--- src/hdl/mhp_cfg.svh ---
/*
  Constants for the mailbox handshake pipe: sizes,
  reset values and fixed encodings, held as macros.
  Assumes it is included by bare name wherever a constant is needed.
*/
`ifndef MHP_CFG_SVH
`define MHP_CFG_SVH

// ----------------------------------------------------------------
// Sizes
// ----------------------------------------------------------------
`define MHP_NREG        16
`define MHP_NBLK        8
`define MHP_DW          16
`define MHP_AW          4
`define MHP_SELW        4
`define MHP_BLKW        3
`define MHP_FIFO_DEPTH  16
`define MHP_FIFO_W      17

// ----------------------------------------------------------------
// Encodings and reset values
// ----------------------------------------------------------------
`define MHP_DIR_SLAVE_TX  1'b1
`define MHP_DIR_MASTER_TX 1'b0
`define MHP_FLAG_SET      1'b1
`define MHP_FLAG_IDLE     1'b0
`define MHP_WORD_RST      16'h0000
`define MHP_IDX_RST       4'h0
`define MHP_DIR_RST       16'h0000
`define MHP_ASG_RST       32'h0000_0000
`define MHP_EN_RST        8'h00

`endif

--- src/hdl/mhp_pkg.sv ---
/*
  Types shared by both ends of the mailbox handshake pipe.
  Assumes mhp_cfg.svh is reachable on the include path.
*/
`include "mhp_cfg.svh"

package mhp_pkg;

  // ----------------------------------------------------------------
  // Data and index types
  // ----------------------------------------------------------------
  typedef logic [`MHP_DW-1:0]   mhp_word_t;
  typedef logic [`MHP_AW-1:0]   mhp_idx_t;
  typedef logic [`MHP_NBLK-1:0] mhp_blkvec_t;

  // ----------------------------------------------------------------
  // Sequencer states of the processor-side engines
  // ----------------------------------------------------------------
  typedef enum logic [1:0] {
    MHP_M_RUN,
    MHP_M_WAIT_SET,
    MHP_M_WAIT_CLR
  } mhp_mst_t;

  typedef enum logic [1:0] {
    MHP_S_IDLE,
    MHP_S_READ,
    MHP_S_DRAIN
  } mhp_slv_t;

endpackage : mhp_pkg

--- src/hdl/mhp_if.sv ---
/*
  Interface joining the mailbox device to the two processor ports.
  Assumes one clock shared by both parties; the testbench ties it up.
*/
`timescale 1ns/1ps
`default_nettype none
`include "mhp_cfg.svh"

interface mhp_if;
  // Master processor port
  mhp_pkg::mhp_idx_t    m_addr;
  logic                 m_wr;
  logic                 m_rd;
  mhp_pkg::mhp_word_t   m_wdata;
  mhp_pkg::mhp_word_t   m_rdata;
  mhp_pkg::mhp_blkvec_t m_flags;
  mhp_pkg::mhp_blkvec_t m_irq;
  // Slave processor port
  mhp_pkg::mhp_idx_t    s_addr;
  logic                 s_wr;
  logic                 s_rd;
  mhp_pkg::mhp_word_t   s_wdata;
  mhp_pkg::mhp_word_t   s_rdata;
  mhp_pkg::mhp_blkvec_t s_flags;
  mhp_pkg::mhp_blkvec_t s_irq;

  modport dev (
    input  m_addr, m_wr, m_rd, m_wdata,
    input  s_addr, s_wr, s_rd, s_wdata,
    output m_rdata, m_flags, m_irq,
    output s_rdata, s_flags, s_irq
  );

  modport host (
    output m_addr, m_wr, m_rd, m_wdata,
    output s_addr, s_wr, s_rd, s_wdata,
    input  m_rdata, m_flags, m_irq,
    input  s_rdata, s_flags, s_irq
  );
endinterface : mhp_if

`default_nettype wire

--- src/hdl/mhp_mailbox_host.sv ---
/*
  Processor-side end: a FIFO-fed master transmit engine and a slave
  receive engine that move word buffers through one handshake block.
  Assumes the chosen block's protocol word and its data words are set
  for master-to-slave transfer, and the device shares CLOCK.
*/
`timescale 1ns/1ps
`default_nettype none
`include "mhp_cfg.svh"

// ------------------------------------------------------------------
// Buffer FIFO
// ------------------------------------------------------------------
module mhp_fifo #(
  parameter int W     = `MHP_FIFO_W,
  parameter int DEPTH = `MHP_FIFO_DEPTH
) (
  input  wire logic         clk,
  input  wire logic         rst_n,
  input  wire logic         in_valid,
  output logic              in_ready,
  input  wire logic [W-1:0] in_data,
  output logic              out_valid,
  input  wire logic         out_ready,
  output logic [W-1:0]      out_data
);
  localparam int PW = $clog2(DEPTH);
  localparam logic [PW:0] FULL = (PW+1)'(DEPTH);

  logic [W-1:0] mem [DEPTH];
  logic [PW-1:0] wp_q, wp_d, rp_q, rp_d;
  logic [PW:0]   cnt_q, cnt_d;
  logic          push, pop;

  // Full and empty come straight from the occupancy count
  assign in_ready  = (cnt_q != FULL);
  assign out_valid = (cnt_q != '0);
  assign push      = in_valid && in_ready;
  assign pop       = out_valid && out_ready;
  assign out_data  = mem[rp_q];

  always_comb begin
    wp_d  = push ? PW'(wp_q + 1'b1) : wp_q;
    rp_d  = pop  ? PW'(rp_q + 1'b1) : rp_q;
    cnt_d = cnt_q;
    if (push && !pop) begin
      cnt_d = (PW+1)'(cnt_q + 1'b1);
    end else if (pop && !push) begin
      cnt_d = (PW+1)'(cnt_q - 1'b1);
    end
  end

  // Storage needs no reset; the pointers guard stale entries
  always_ff @(posedge clk) begin
    if (push) begin
      mem[wp_q] <= in_data;
    end
  end

  always_ff @(posedge clk or negedge rst_n) begin
    if (!rst_n) begin
      wp_q  <= '0;
      rp_q  <= '0;
      cnt_q <= '0;
    end else begin
      wp_q  <= wp_d;
      rp_q  <= rp_d;
      cnt_q <= cnt_d;
    end
  end
endmodule : mhp_fifo

// ------------------------------------------------------------------
// Transmit and receive engines
// ------------------------------------------------------------------
module mhp_mailbox_host (
  input  wire logic                  CLOCK,
  input  wire logic                  RESET_N,
  input  wire logic [`MHP_BLKW-1:0]  BLOCK_SEL,
  input  wire logic [`MHP_AW-1:0]    FIRST_REG,
  input  wire logic [`MHP_AW-1:0]    PROTO_REG,
  input  wire logic [`MHP_AW-1:0]    RX_LEN,
  input  wire logic                  TX_VALID,
  output logic                       TX_READY,
  input  wire logic [`MHP_DW-1:0]    TX_DATA,
  input  wire logic                  TX_LAST,
  output logic                       RX_VALID,
  output logic [`MHP_DW-1:0]         RX_DATA,
  output logic                       RX_LAST,
  mhp_if.host                        BUS
);
  logic [`MHP_FIFO_W-1:0] f_data;
  logic                   f_valid, f_ready, m_flag, s_flag;

  mhp_fifo #(.W(`MHP_FIFO_W), .DEPTH(`MHP_FIFO_DEPTH)) u_fifo (
    .clk       (CLOCK),
    .rst_n     (RESET_N),
    .in_valid  (TX_VALID),
    .in_ready  (TX_READY),
    .in_data   ({TX_LAST, TX_DATA}),
    .out_valid (f_valid),
    .out_ready (f_ready),
    .out_data  (f_data)
  );

  // Only the selected block's flags matter; the others are ignored
  assign m_flag = BUS.m_flags[BLOCK_SEL];
  assign s_flag = BUS.s_flags[BLOCK_SEL];

  // ----------------------------------------------------------------
  // Master transmit engine
  // ----------------------------------------------------------------
  mhp_pkg::mhp_mst_t  mst_q, mst_d;
  mhp_pkg::mhp_idx_t  widx_q, widx_d, m_addr_q, m_addr_d;
  mhp_pkg::mhp_word_t m_wdata_q, m_wdata_d;
  logic               m_wr_q, m_wr_d;

  // Pops stall while the previous buffer is unread, so the FIFO fills
  assign f_ready = (mst_q == mhp_pkg::MHP_M_RUN) && !m_flag;

  always_comb begin
    mst_d     = mst_q;
    widx_d    = widx_q;
    m_wr_d    = 1'b0;
    m_addr_d  = m_addr_q;
    m_wdata_d = m_wdata_q;
    case (mst_q)
      mhp_pkg::MHP_M_RUN: begin
        if (f_valid && f_ready) begin
          m_wr_d    = 1'b1;
          m_wdata_d = f_data[`MHP_DW-1:0];
          if (f_data[`MHP_DW]) begin
            m_addr_d = PROTO_REG;
            widx_d   = `MHP_IDX_RST;
            mst_d    = mhp_pkg::MHP_M_WAIT_SET;
          end else begin
            m_addr_d = `MHP_AW'(FIRST_REG + widx_q);
            widx_d   = `MHP_AW'(widx_q + 1'b1);
          end
        end
      end
      // Wait for the flag to rise, then for the receiver to clear it
      mhp_pkg::MHP_M_WAIT_SET: begin
        if (m_flag) begin
          mst_d = mhp_pkg::MHP_M_WAIT_CLR;
        end
      end
      mhp_pkg::MHP_M_WAIT_CLR: begin
        if (!m_flag) begin
          mst_d = mhp_pkg::MHP_M_RUN;
        end
      end
      default: mst_d = mhp_pkg::MHP_M_RUN;
    endcase
  end

  always_ff @(posedge CLOCK or negedge RESET_N) begin
    if (!RESET_N) begin
      mst_q     <= mhp_pkg::MHP_M_RUN;
      widx_q    <= `MHP_IDX_RST;
      m_wr_q    <= 1'b0;
      m_addr_q  <= `MHP_IDX_RST;
      m_wdata_q <= `MHP_WORD_RST;
    end else begin
      mst_q     <= mst_d;
      widx_q    <= widx_d;
      m_wr_q    <= m_wr_d;
      m_addr_q  <= m_addr_d;
      m_wdata_q <= m_wdata_d;
    end
  end

  // ----------------------------------------------------------------
  // Slave receive engine
  // ----------------------------------------------------------------
  mhp_pkg::mhp_slv_t slv_q, slv_d;
  mhp_pkg::mhp_idx_t ridx_q, ridx_d, s_addr_q, s_addr_d;
  logic              s_rd_q, s_rd_d, s_last_q, s_last_d;
  logic              rxv_q, rxv_d, rxl_q, rxl_d;

  // Receiver polls its flag; it never asks the transmitter for data
  always_comb begin
    slv_d    = slv_q;
    ridx_d   = ridx_q;
    s_rd_d   = 1'b0;
    s_last_d = 1'b0;
    s_addr_d = s_addr_q;
    rxv_d    = s_rd_q;
    rxl_d    = s_last_q;
    case (slv_q)
      mhp_pkg::MHP_S_IDLE: begin
        if (s_flag) begin
          ridx_d = `MHP_IDX_RST;
          slv_d  = mhp_pkg::MHP_S_READ;
        end
      end
      mhp_pkg::MHP_S_READ: begin
        s_rd_d = 1'b1;
        if (ridx_q < RX_LEN) begin
          s_addr_d = `MHP_AW'(FIRST_REG + ridx_q);
          ridx_d   = `MHP_AW'(ridx_q + 1'b1);
        end else begin
          s_addr_d = PROTO_REG;
          s_last_d = 1'b1;
          slv_d    = mhp_pkg::MHP_S_DRAIN;
        end
      end
      // Hold off until the protocol read has cleared the flag
      mhp_pkg::MHP_S_DRAIN: begin
        if (!s_flag && !s_rd_q) begin
          slv_d = mhp_pkg::MHP_S_IDLE;
        end
      end
      default: slv_d = mhp_pkg::MHP_S_IDLE;
    endcase
  end

  always_ff @(posedge CLOCK or negedge RESET_N) begin
    if (!RESET_N) begin
      slv_q    <= mhp_pkg::MHP_S_IDLE;
      ridx_q   <= `MHP_IDX_RST;
      s_rd_q   <= 1'b0;
      s_last_q <= 1'b0;
      s_addr_q <= `MHP_IDX_RST;
      rxv_q    <= 1'b0;
      rxl_q    <= 1'b0;
    end else begin
      slv_q    <= slv_d;
      ridx_q   <= ridx_d;
      s_rd_q   <= s_rd_d;
      s_last_q <= s_last_d;
      s_addr_q <= s_addr_d;
      rxv_q    <= rxv_d;
      rxl_q    <= rxl_d;
    end
  end

  // Master never reads and slave never writes in this direction
  assign BUS.m_addr  = m_addr_q;
  assign BUS.m_wr    = m_wr_q;
  assign BUS.m_rd    = 1'b0;
  assign BUS.m_wdata = m_wdata_q;
  assign BUS.s_addr  = s_addr_q;
  assign BUS.s_wr    = 1'b0;
  assign BUS.s_rd    = s_rd_q;
  assign BUS.s_wdata = `MHP_WORD_RST;
  assign RX_VALID    = rxv_q;
  assign RX_LAST     = rxl_q;
  assign RX_DATA     = BUS.s_rdata;
endmodule : mhp_mailbox_host

`default_nettype wire

--- src/flat_wrapper.sv ---
// flat-port wrapper written by rule: the top's interface ports become plain ports
module mhp_mailbox_host_flat 
  (CLOCK, RESET_N, BLOCK_SEL, FIRST_REG, PROTO_REG, RX_LEN, TX_VALID, TX_READY, TX_DATA, TX_LAST, RX_VALID, RX_DATA, RX_LAST, BUS_m_addr, BUS_m_wr, BUS_m_rd, BUS_m_wdata, BUS_s_addr, BUS_s_wr, BUS_s_rd, BUS_s_wdata, BUS_m_rdata, BUS_m_flags, BUS_m_irq, BUS_s_rdata, BUS_s_flags, BUS_s_irq);
  mhp_if BUS_i ();
  input  wire logic CLOCK;
  input  wire logic RESET_N;
  input  wire logic [`MHP_BLKW-1:0] BLOCK_SEL;
  input  wire logic [`MHP_AW-1:0] FIRST_REG;
  input  wire logic [`MHP_AW-1:0] PROTO_REG;
  input  wire logic [`MHP_AW-1:0] RX_LEN;
  input  wire logic TX_VALID;
  output logic TX_READY;
  input  wire logic [`MHP_DW-1:0] TX_DATA;
  input  wire logic TX_LAST;
  output logic RX_VALID;
  output logic [`MHP_DW-1:0] RX_DATA;
  output logic RX_LAST;
  output wire logic [$bits(BUS_i.m_addr)-1:0] BUS_m_addr;
  output wire logic [$bits(BUS_i.m_wr)-1:0] BUS_m_wr;
  output wire logic [$bits(BUS_i.m_rd)-1:0] BUS_m_rd;
  output wire logic [$bits(BUS_i.m_wdata)-1:0] BUS_m_wdata;
  output wire logic [$bits(BUS_i.s_addr)-1:0] BUS_s_addr;
  output wire logic [$bits(BUS_i.s_wr)-1:0] BUS_s_wr;
  output wire logic [$bits(BUS_i.s_rd)-1:0] BUS_s_rd;
  output wire logic [$bits(BUS_i.s_wdata)-1:0] BUS_s_wdata;
  input wire logic [$bits(BUS_i.m_rdata)-1:0] BUS_m_rdata;
  input wire logic [$bits(BUS_i.m_flags)-1:0] BUS_m_flags;
  input wire logic [$bits(BUS_i.m_irq)-1:0] BUS_m_irq;
  input wire logic [$bits(BUS_i.s_rdata)-1:0] BUS_s_rdata;
  input wire logic [$bits(BUS_i.s_flags)-1:0] BUS_s_flags;
  input wire logic [$bits(BUS_i.s_irq)-1:0] BUS_s_irq;
  assign BUS_m_addr = BUS_i.m_addr;
  assign BUS_m_wr = BUS_i.m_wr;
  assign BUS_m_rd = BUS_i.m_rd;
  assign BUS_m_wdata = BUS_i.m_wdata;
  assign BUS_s_addr = BUS_i.s_addr;
  assign BUS_s_wr = BUS_i.s_wr;
  assign BUS_s_rd = BUS_i.s_rd;
  assign BUS_s_wdata = BUS_i.s_wdata;
  assign BUS_i.m_rdata = BUS_m_rdata;
  assign BUS_i.m_flags = BUS_m_flags;
  assign BUS_i.m_irq = BUS_m_irq;
  assign BUS_i.s_rdata = BUS_s_rdata;
  assign BUS_i.s_flags = BUS_s_flags;
  assign BUS_i.s_irq = BUS_s_irq;
  mhp_mailbox_host u_core (.CLOCK(CLOCK), .RESET_N(RESET_N), .BLOCK_SEL(BLOCK_SEL), .FIRST_REG(FIRST_REG), .PROTO_REG(PROTO_REG), .RX_LEN(RX_LEN), .TX_VALID(TX_VALID), .TX_READY(TX_READY), .TX_DATA(TX_DATA), .TX_LAST(TX_LAST), .RX_VALID(RX_VALID), .RX_DATA(RX_DATA), .RX_LAST(RX_LAST), .BUS(BUS_i));
endmodule
--- config.mk ---
export PLATFORM = sky130hd
export DESIGN_NAME = mhp_mailbox_host_flat
export DESIGN_NICKNAME = d
export VERILOG_FILES = /design/src/hdl/mhp_pkg.sv /design/src/hdl/mhp_if.sv /design/src/hdl/mhp_mailbox_host.sv /design/src/flat_wrapper.sv
export VERILOG_INCLUDE_DIRS = /design/src /design/src/hdl
export SDC_FILE = /design/constraint.sdc
export NUM_CORES = 1
export LEC_CHECK = 0
export CAP_MARGIN = 5
export CORE_ASPECT_RATIO = 2
export CORE_MARGIN = 4
export CORE_UTILIZATION = 55
export CTS_BUF_LIST = sky130_fd_sc_hd__clkbuf_8
export CTS_CLUSTER_SIZE = 14
export DETAILED_ROUTE_END_ITERATION = 16
export DONT_BUFFER_PORTS = 1
export GPL_TIMING_DRIVEN = 0
export MAX_ROUTING_LAYER = met4
export PLACE_DENSITY = 0.76
export SLEW_MARGIN = 20
export SYNTH_ARGS = -nofsm -noshare
export SYNTH_HDL_FRONTEND = slang
export SYNTH_HIERARCHICAL = 1
export SYNTH_SLANG_ARGS = --single-unit
export TNS_END_PERCENT = 50
--- constraint.sdc ---
create_clock -name CLOCK -period 3.06 [get_ports CLOCK]
set_input_delay 0.612 -clock CLOCK [delete_from_list [all_inputs] [get_ports CLOCK]]
set_output_delay 0.612 -clock CLOCK [all_outputs]
set_load 0.005 [all_outputs]
; ---- Yosys cells after proc, flatten, opt, wreduce, memory -nomap -nowiden
; Memories as Yosys holds them, arrays and structs flattened.
; Index checks and enable logic that the tools add are counted.
[totals]
register_bits = 54
ram_bits = 272
input_bits = 99
output_inout_bits = 63
elab_cells = 87
memories = 1
[op_classes]
add_sub_neg = 8
order_cmp = 2
eq_ne = 13
mux = 28
reduce_logical = 20
[memory_table]
columns = name, words, width, read_ports, rd_ports_with_merged_regs, wr, line
row1 = u_core.u_fifo.mem, 16, 17, 1, 0, 1, mhp_mailbox_host.sv:30  ; logic [W-1:0] mem [DEPTH];
[op_table]
columns = cell, count
row1 = $mux 4, 5
row2 = $add 4x1->4 const B, 4
row3 = $mux 2, 7
row4 = $pmux 2 s3, 2
row5 = $mux 5, 2
row6 = $ne 2x1->1 const B, 5
row7 = $mux 1, 9
row8 = $add 4x4->4, 2
row9 = $pmux 4 s2, 1
row10 = $bmux 1 s3, 2
row11 = $logic_and 1x1->1, 6
row12 = $ne 2x2->1 const B, 3
row13 = $reduce_and 3->1, 2
row14 = $add 5x1->5 const B, 1
row15 = $logic_not 1->1, 5
row16 = $ne 5x5->1 const B, 1
row17 = $reduce_bool 5->1, 1
row18 = $sub 5x1->5 const B, 1
row19 = $eq 2x1->1 const B, 2
row20 = $eq 2x2->1 const B, 2
row21 = $logic_not 2->1, 2
row22 = $lt 3x4->1 const B, 1
row23 = $lt 4x4->1, 1
row24 = $reduce_and 4->1, 1
row25 = other kinds (2), 3

; ---- Logic depth before layout (Yosys ltp)
[depth]
word_depth = 8
ltp_mapped = 13
depth_no_buf = 12

; ---- By module
; Netlist, hierarchy kept.
[by_module_without_submodules]
columns = mod, instances, cells_per_inst, area_each_um2, seq_area_each_um2
row1 = mhp_fifo, 1, 576, 11254.5, 8493.1
row2 = mhp_mailbox_host, 1, 212, 2387.3, 1026.0

; ---- Least setup slack after synthesis
; No wires, ideal clock.
[synth_path]
kind = input-to-reg
from = input BLOCK_SEL[0]
to = register u_core.u_fifo.cnt_q[4]
setup_ps = 80
arrival_ps = 2983
t_required_ps = 2980
path_slack_ps = -3
path_stages = 13
n_path_buf = 1
cell_sequence = buf_6 > mux2_1 > a2bb2oi_1 > and2_1 > nor3_1 > nand2_1 > ha_1 > inv_1 > ha_1 > a21o_1 > a21oi_1 > mux2i_1 > xnor2_1
[synth_via]
elab_chain_cells = 8
elab_cells_between_ends = 10
cone_classes = mux: 3 / reduce/logical: 7
[synth_rtl]
columns = item, line
row1 = from (decl), flat_wrapper.sv:7  ; input wire logic [`MHP_BLKW-1:0] BLOCK_SEL;
row2 = $bmux 1 s3 *, mhp_mailbox_host.sv:107  ; assign m_flag = BUS.m_flags[BLOCK_SEL];
row3 = $mux 1 (implied by the code) *, mhp_mailbox_host.sv:107
row4 = $logic_not 1->1 *, mhp_mailbox_host.sv:119  ; assign f_ready = (mst_q == mhp_pkg::MHP_M_RUN) && !m_flag;
row5 = $logic_and 1x1->1 *, mhp_mailbox_host.sv:119
row6 = via u_core.f_ready, mhp_mailbox_host.sv:93  ; logic f_valid, f_ready, m_flag, s_flag;
row7 = $logic_and 1x1->1 *, mhp_mailbox_host.sv:39  ; assign pop = out_valid && out_ready;
row8 = $logic_not 1->1, mhp_mailbox_host.sv:46  ; if (push && !pop) begin
row9 = $logic_and 1x1->1, mhp_mailbox_host.sv:46
row10 = $mux 5 / $reduce_bool 2->1 (equally long branches), n/a
row11 = to (signal assigned), mhp_mailbox_host.sv:68  ; cnt_q <= cnt_d;
row12 = to (decl), mhp_mailbox_host.sv:32  ; logic [PW:0] cnt_q, cnt_d;
; The timed path passes the listed nets; every way through them passes the cells marked *. The select of a mux whose other input is x is not followed.
; A chain may end at the register's enable or synchronous reset.

; ---- Worst setup path in the final report
; Same ends and word-level chain as after synthesis.

==> flow_metrics.py <==
metrics = {
    "global_route": {
        "grt_pass1_wl_mm": 44.7,
        "gr-total-overflow": 0,
        "grt_pass1_vias": 7571,
        "grt_start_max_net_pins": 55,
        "grt.total_usage_pct": 22.5,
        "antenna_found_initial": 1,
    },
    "timing": {
        "holdWs_ns": 0.148,
        "fin_crit_sh_pct": 90.3,
        "period_needed_ns": 2.76,
        "fin_skew_ns": 0.0163,
        "rsz0062_at_grt": "no",
        "tightestPinTransition_ns": 0.907,
        "finalSetupViolCount": 0,
        "relSlewSlack_pct": 39.5,
        "finalHoldViolCount": 0,
        "drv_slew": 0,
        "max_freq_mhz": 362,
    },
    "flow_run": {
        "max_cap_violations": 0,
    },
    "die": {
        "die-area_um2": 27500,
        "ios": 162,
        "start_util_pct": 55.9,
        "core_area_um2": 24400,
        "die_w_um": 119,
        "std_cell_rows": 81,
        "die_height_um": 231,
    },
    "cts": {
        "htree_levels": 2,
        "cts_max_path_buffers": 3,
        "cts_tree": "done",
        "cts_buffers": 43,
        "post_cts_buffers": 0,
        "clkLatencyLatePin_ns": 0.56,
        "cts.clk_slew.worst_paths_ns": 0.07,
        "clockRootBuffer": "clkbuf_8",
        "clock-sinks": 326,
    },
    "drt": {
        "ant_nets": 0,
        "via_per_inst": 5.87,
        "first_pass_iters": 5,
        "vias": 7279,
        "drc_errors": 0,
        "first_iter_violations": 482,
        "routed_wl_mm": 29.7,
        "wl_per_cell_um": 24.0,
    },
    "setup_path": {
        "cp.arrival_ns": 3.24,
        "rr_startpoint": "u_core/u_fifo/cnt_q[1]",
        "max_stage_delay_ns": 0.32,
        "crit_slowest_cell": "mux2_1",
        "path_buf_inv": 2,
        "crit_required_ns": 3.53,
        "critPathMaxFanout": 6,
        "cp-end-kind": "flip-flop",
        "cp-start-kind": "input port",
        "cp-startpoint": "BLOCK_SEL[0]",
        "cpMostUsedCell": "ha_1",
        "critPathKind": "in -> reg",
        "cp_cell_sequence": "buf_6 > mux2_1 > a2bb2oi_1 > and2_1 > nor3_2 > nand2_2 > ha_1 > inv_1 > ha_1 > a21o_1 > a21oi_1 > mux2i_1 > xnor2_1",
        "cpLargestDelayFamily": "multiplexers",
    },
    "yosys": {
        "syn_area_um2": 13600,
        "synth_cell_types": 56,
        "synth.yosys.seq_area_share_pct": 69.8,
        "synthCells": 788,
        "synth-async-reset-ratio_pct": 16.6,
        "synth_warnings": 6,
        "avgSynthCellArea_um2": 17.3,
        "synth_edf_count": 272,
        "ys_seq_elements": 326,
        "synth_ff_type": "edfxtp_1",
    },
    "run_status": {
        "status": "complete, no violations",
    },
    "min_path": {
        "hold_path_class": "in -> reg",
        "hp-start": "TX_DATA[7]",
    },
    "final_layout": {
        "nets": 994,
        "final_cells": 1240,
        "fill_cells": 1730,
        "drive_above_1_share_pct": 23.9,
        "area_delta_synth_final_pct": 13.3,
    },
    "placement": {
        "io_buffers": 0,
        "dp.cells": 1157,
        "hpwl_mm": 20.7,
        "gp_congestion": 0.864,
    },
    "pwr": {
        "p_leak_nw": 5.63,
        "vdd_drop_max_mv": 0.520,
        "power_w": 0.0142,
        "power.density_nw_per_um2": 921,
    },
}
==> metal layers <==
layer	GRT usage, %	vias up	share of wire (%)
met3	2.97	81	6.2
met1	23.5	3672	33
li1	-	3213	-
met5	-	-	0
met2	41.6	313	57
met4	10.0	0	4.4
==> final timing paths <==
path	cells after the start	to	slack (ns)
worst max register to register	10	u_core/u_fifo/cnt_q[4]	0.30
min in group asynchronous	2	u_core/BUS.m_wdata[1]	0.57
worst min register to register	0	u_core/RX_LAST	0.35
worst min-delay path	0	u_core/u_fifo/mem[12][7]	0.15
max in group asynchronous	2	u_core/BUS.m_wdata[11]	2.19
worst max-delay path	13	u_core/u_fifo/cnt_q[4]	0.30
==> where the power goes <==
| part | total [W] | internal [W] | switching [W] |
|---|---|---|---|
| clock | 0.00343 | 0.00185 | 0.00158 |
| sequential | 0.00593 | 0.00555 | 0.000380 |
| combinational | 0.00487 | 0.00209 | 0.00278 |
| total | 0.0142 | 0.00949 | 0.00474 |
==> sequential cells by signal (all words and copies together) (netlist names) <==
name and cells:
u_core/BUS.m_addr 4, u_core/BUS.m_wdata 16, u_core/BUS.m_wr 1, u_core/BUS.s_addr 4, u_core/BUS.s_rd 1, u_core/RX_LAST 1, u_core/RX_VALID 1, u_core/mst_q 2
u_core/ridx_q 4, u_core/rxl_d 1, u_core/slv_q 2, u_core/u_fifo/cnt_q 5, u_core/u_fifo/mem 272, u_core/u_fifo/rp_q 4, u_core/u_fifo/wp_q 4, u_core/widx_q 4
==> through the flow <==
stage	instance area [µm²]	setup slack [ns]	utilization [%]	TNS [ns]
floorplan	13700	0.0889	-	0
global placement	14100	-1.25	57.8	-105.04
detailed placement	14500	-0.333	59.2	-0.475
CTS	15400	0.0711	63.2	0
global route	15500	0.0538	63.3	0
finish	15500	0.296	63.3	0
==> cell usage in the layout (no fill, tap or decap), types with 5 or more instances in the layout <==
cell type  netlist  routed
edfxtp_1       272     272
a221oi_1        34      34
a22oi_1         22      22
mux2i_1         75      75
xor2_1           6       6
a21oi_1         11      11
nand2_1         33      32
buf_4           42      50
conb_1           1      18
xnor2_1         12      12
dfrtp_1         54      54
clkbuf_1         9       9
buf_6            8      14
clkbuf_8         0      50
o21ai_0         17      17
o21ai_1         10      10
buf_16           0       5
nor3_2           1       6
nor2_1          25      13
nand2b_1         6       5
clkinv_2         0       9
buf_2            8       8
inv_1           14      22
clkinv_1         1       6
mux4_2          36      36
ha_1            20      20
mux2_1          18      18
nor2_2           0       8
==> cells in the mapped netlist, types with 10 or more instances <==
cell type    n  area [µm²]
mux4_2      36         811
ha_1        20         250
o21ai_1     10        50.1
inv_1       14        52.6
xnor2_1     12         105
dfrtp_1     54        1350
nor2_1      25        93.8
edfxtp_1   272        8170
a221oi_1    34         298
a22oi_1     22         165
a21oi_1     11        55.1
mux2_1      18         203
buf_4       42         315
nand2_1     33         124
mux2i_1     75         751
o21ai_0     17        85.1
==> cell families after synthesis <==
kind of cell | Yosys count | share of synthesized area, %
muxes | 132 | 13.3
other | 1 | 0.0275
and+or+nand+nor | 92 | 3.31
adders and majority gates | 23 | 2.27
AOI/OAI and AO/OA | 109 | 5.84
DFF | 326 | 69.8
xor gates and xnor gates | 18 | 1.16
buffers and inverters | 87 | 4.35
==> area by class of cell <==
type                       count  area, µm²  area share, %
tap                          332        415           2.69
multi-input combinational    392       3680           23.8
clock buffer                  50        688           4.45
buffer                        71        533           3.45
sequential                   326       9520           61.6
antenna                        1       2.50         0.0162
inverter                      16       60.1          0.389
clock inverter                30        245           1.59
timing repair buffer          22        305           1.98
==> worst reg2reg max path, delay by kind of cell (launching register included) <==
kind,cells,cell delay [ns]
muxes,1,0.26
AOI/OAI and AO/OA,2,0.41
adders and majority gates,2,0.60
and+or+nand+nor,3,0.72
buffers and inverters,1,0.11
DFF,1,0.45
xor gates and xnor gates,1,0.14
==> repair_timing <==
action | in CTS | in global routing
hold buffers | 2 | 0
gates resized for setup | 0 | 3
hold endpoints to repair | 54 | 0
setup endpoints to repair | 0 | 1
Note: power is estimated with default switching activity, not from simulation.
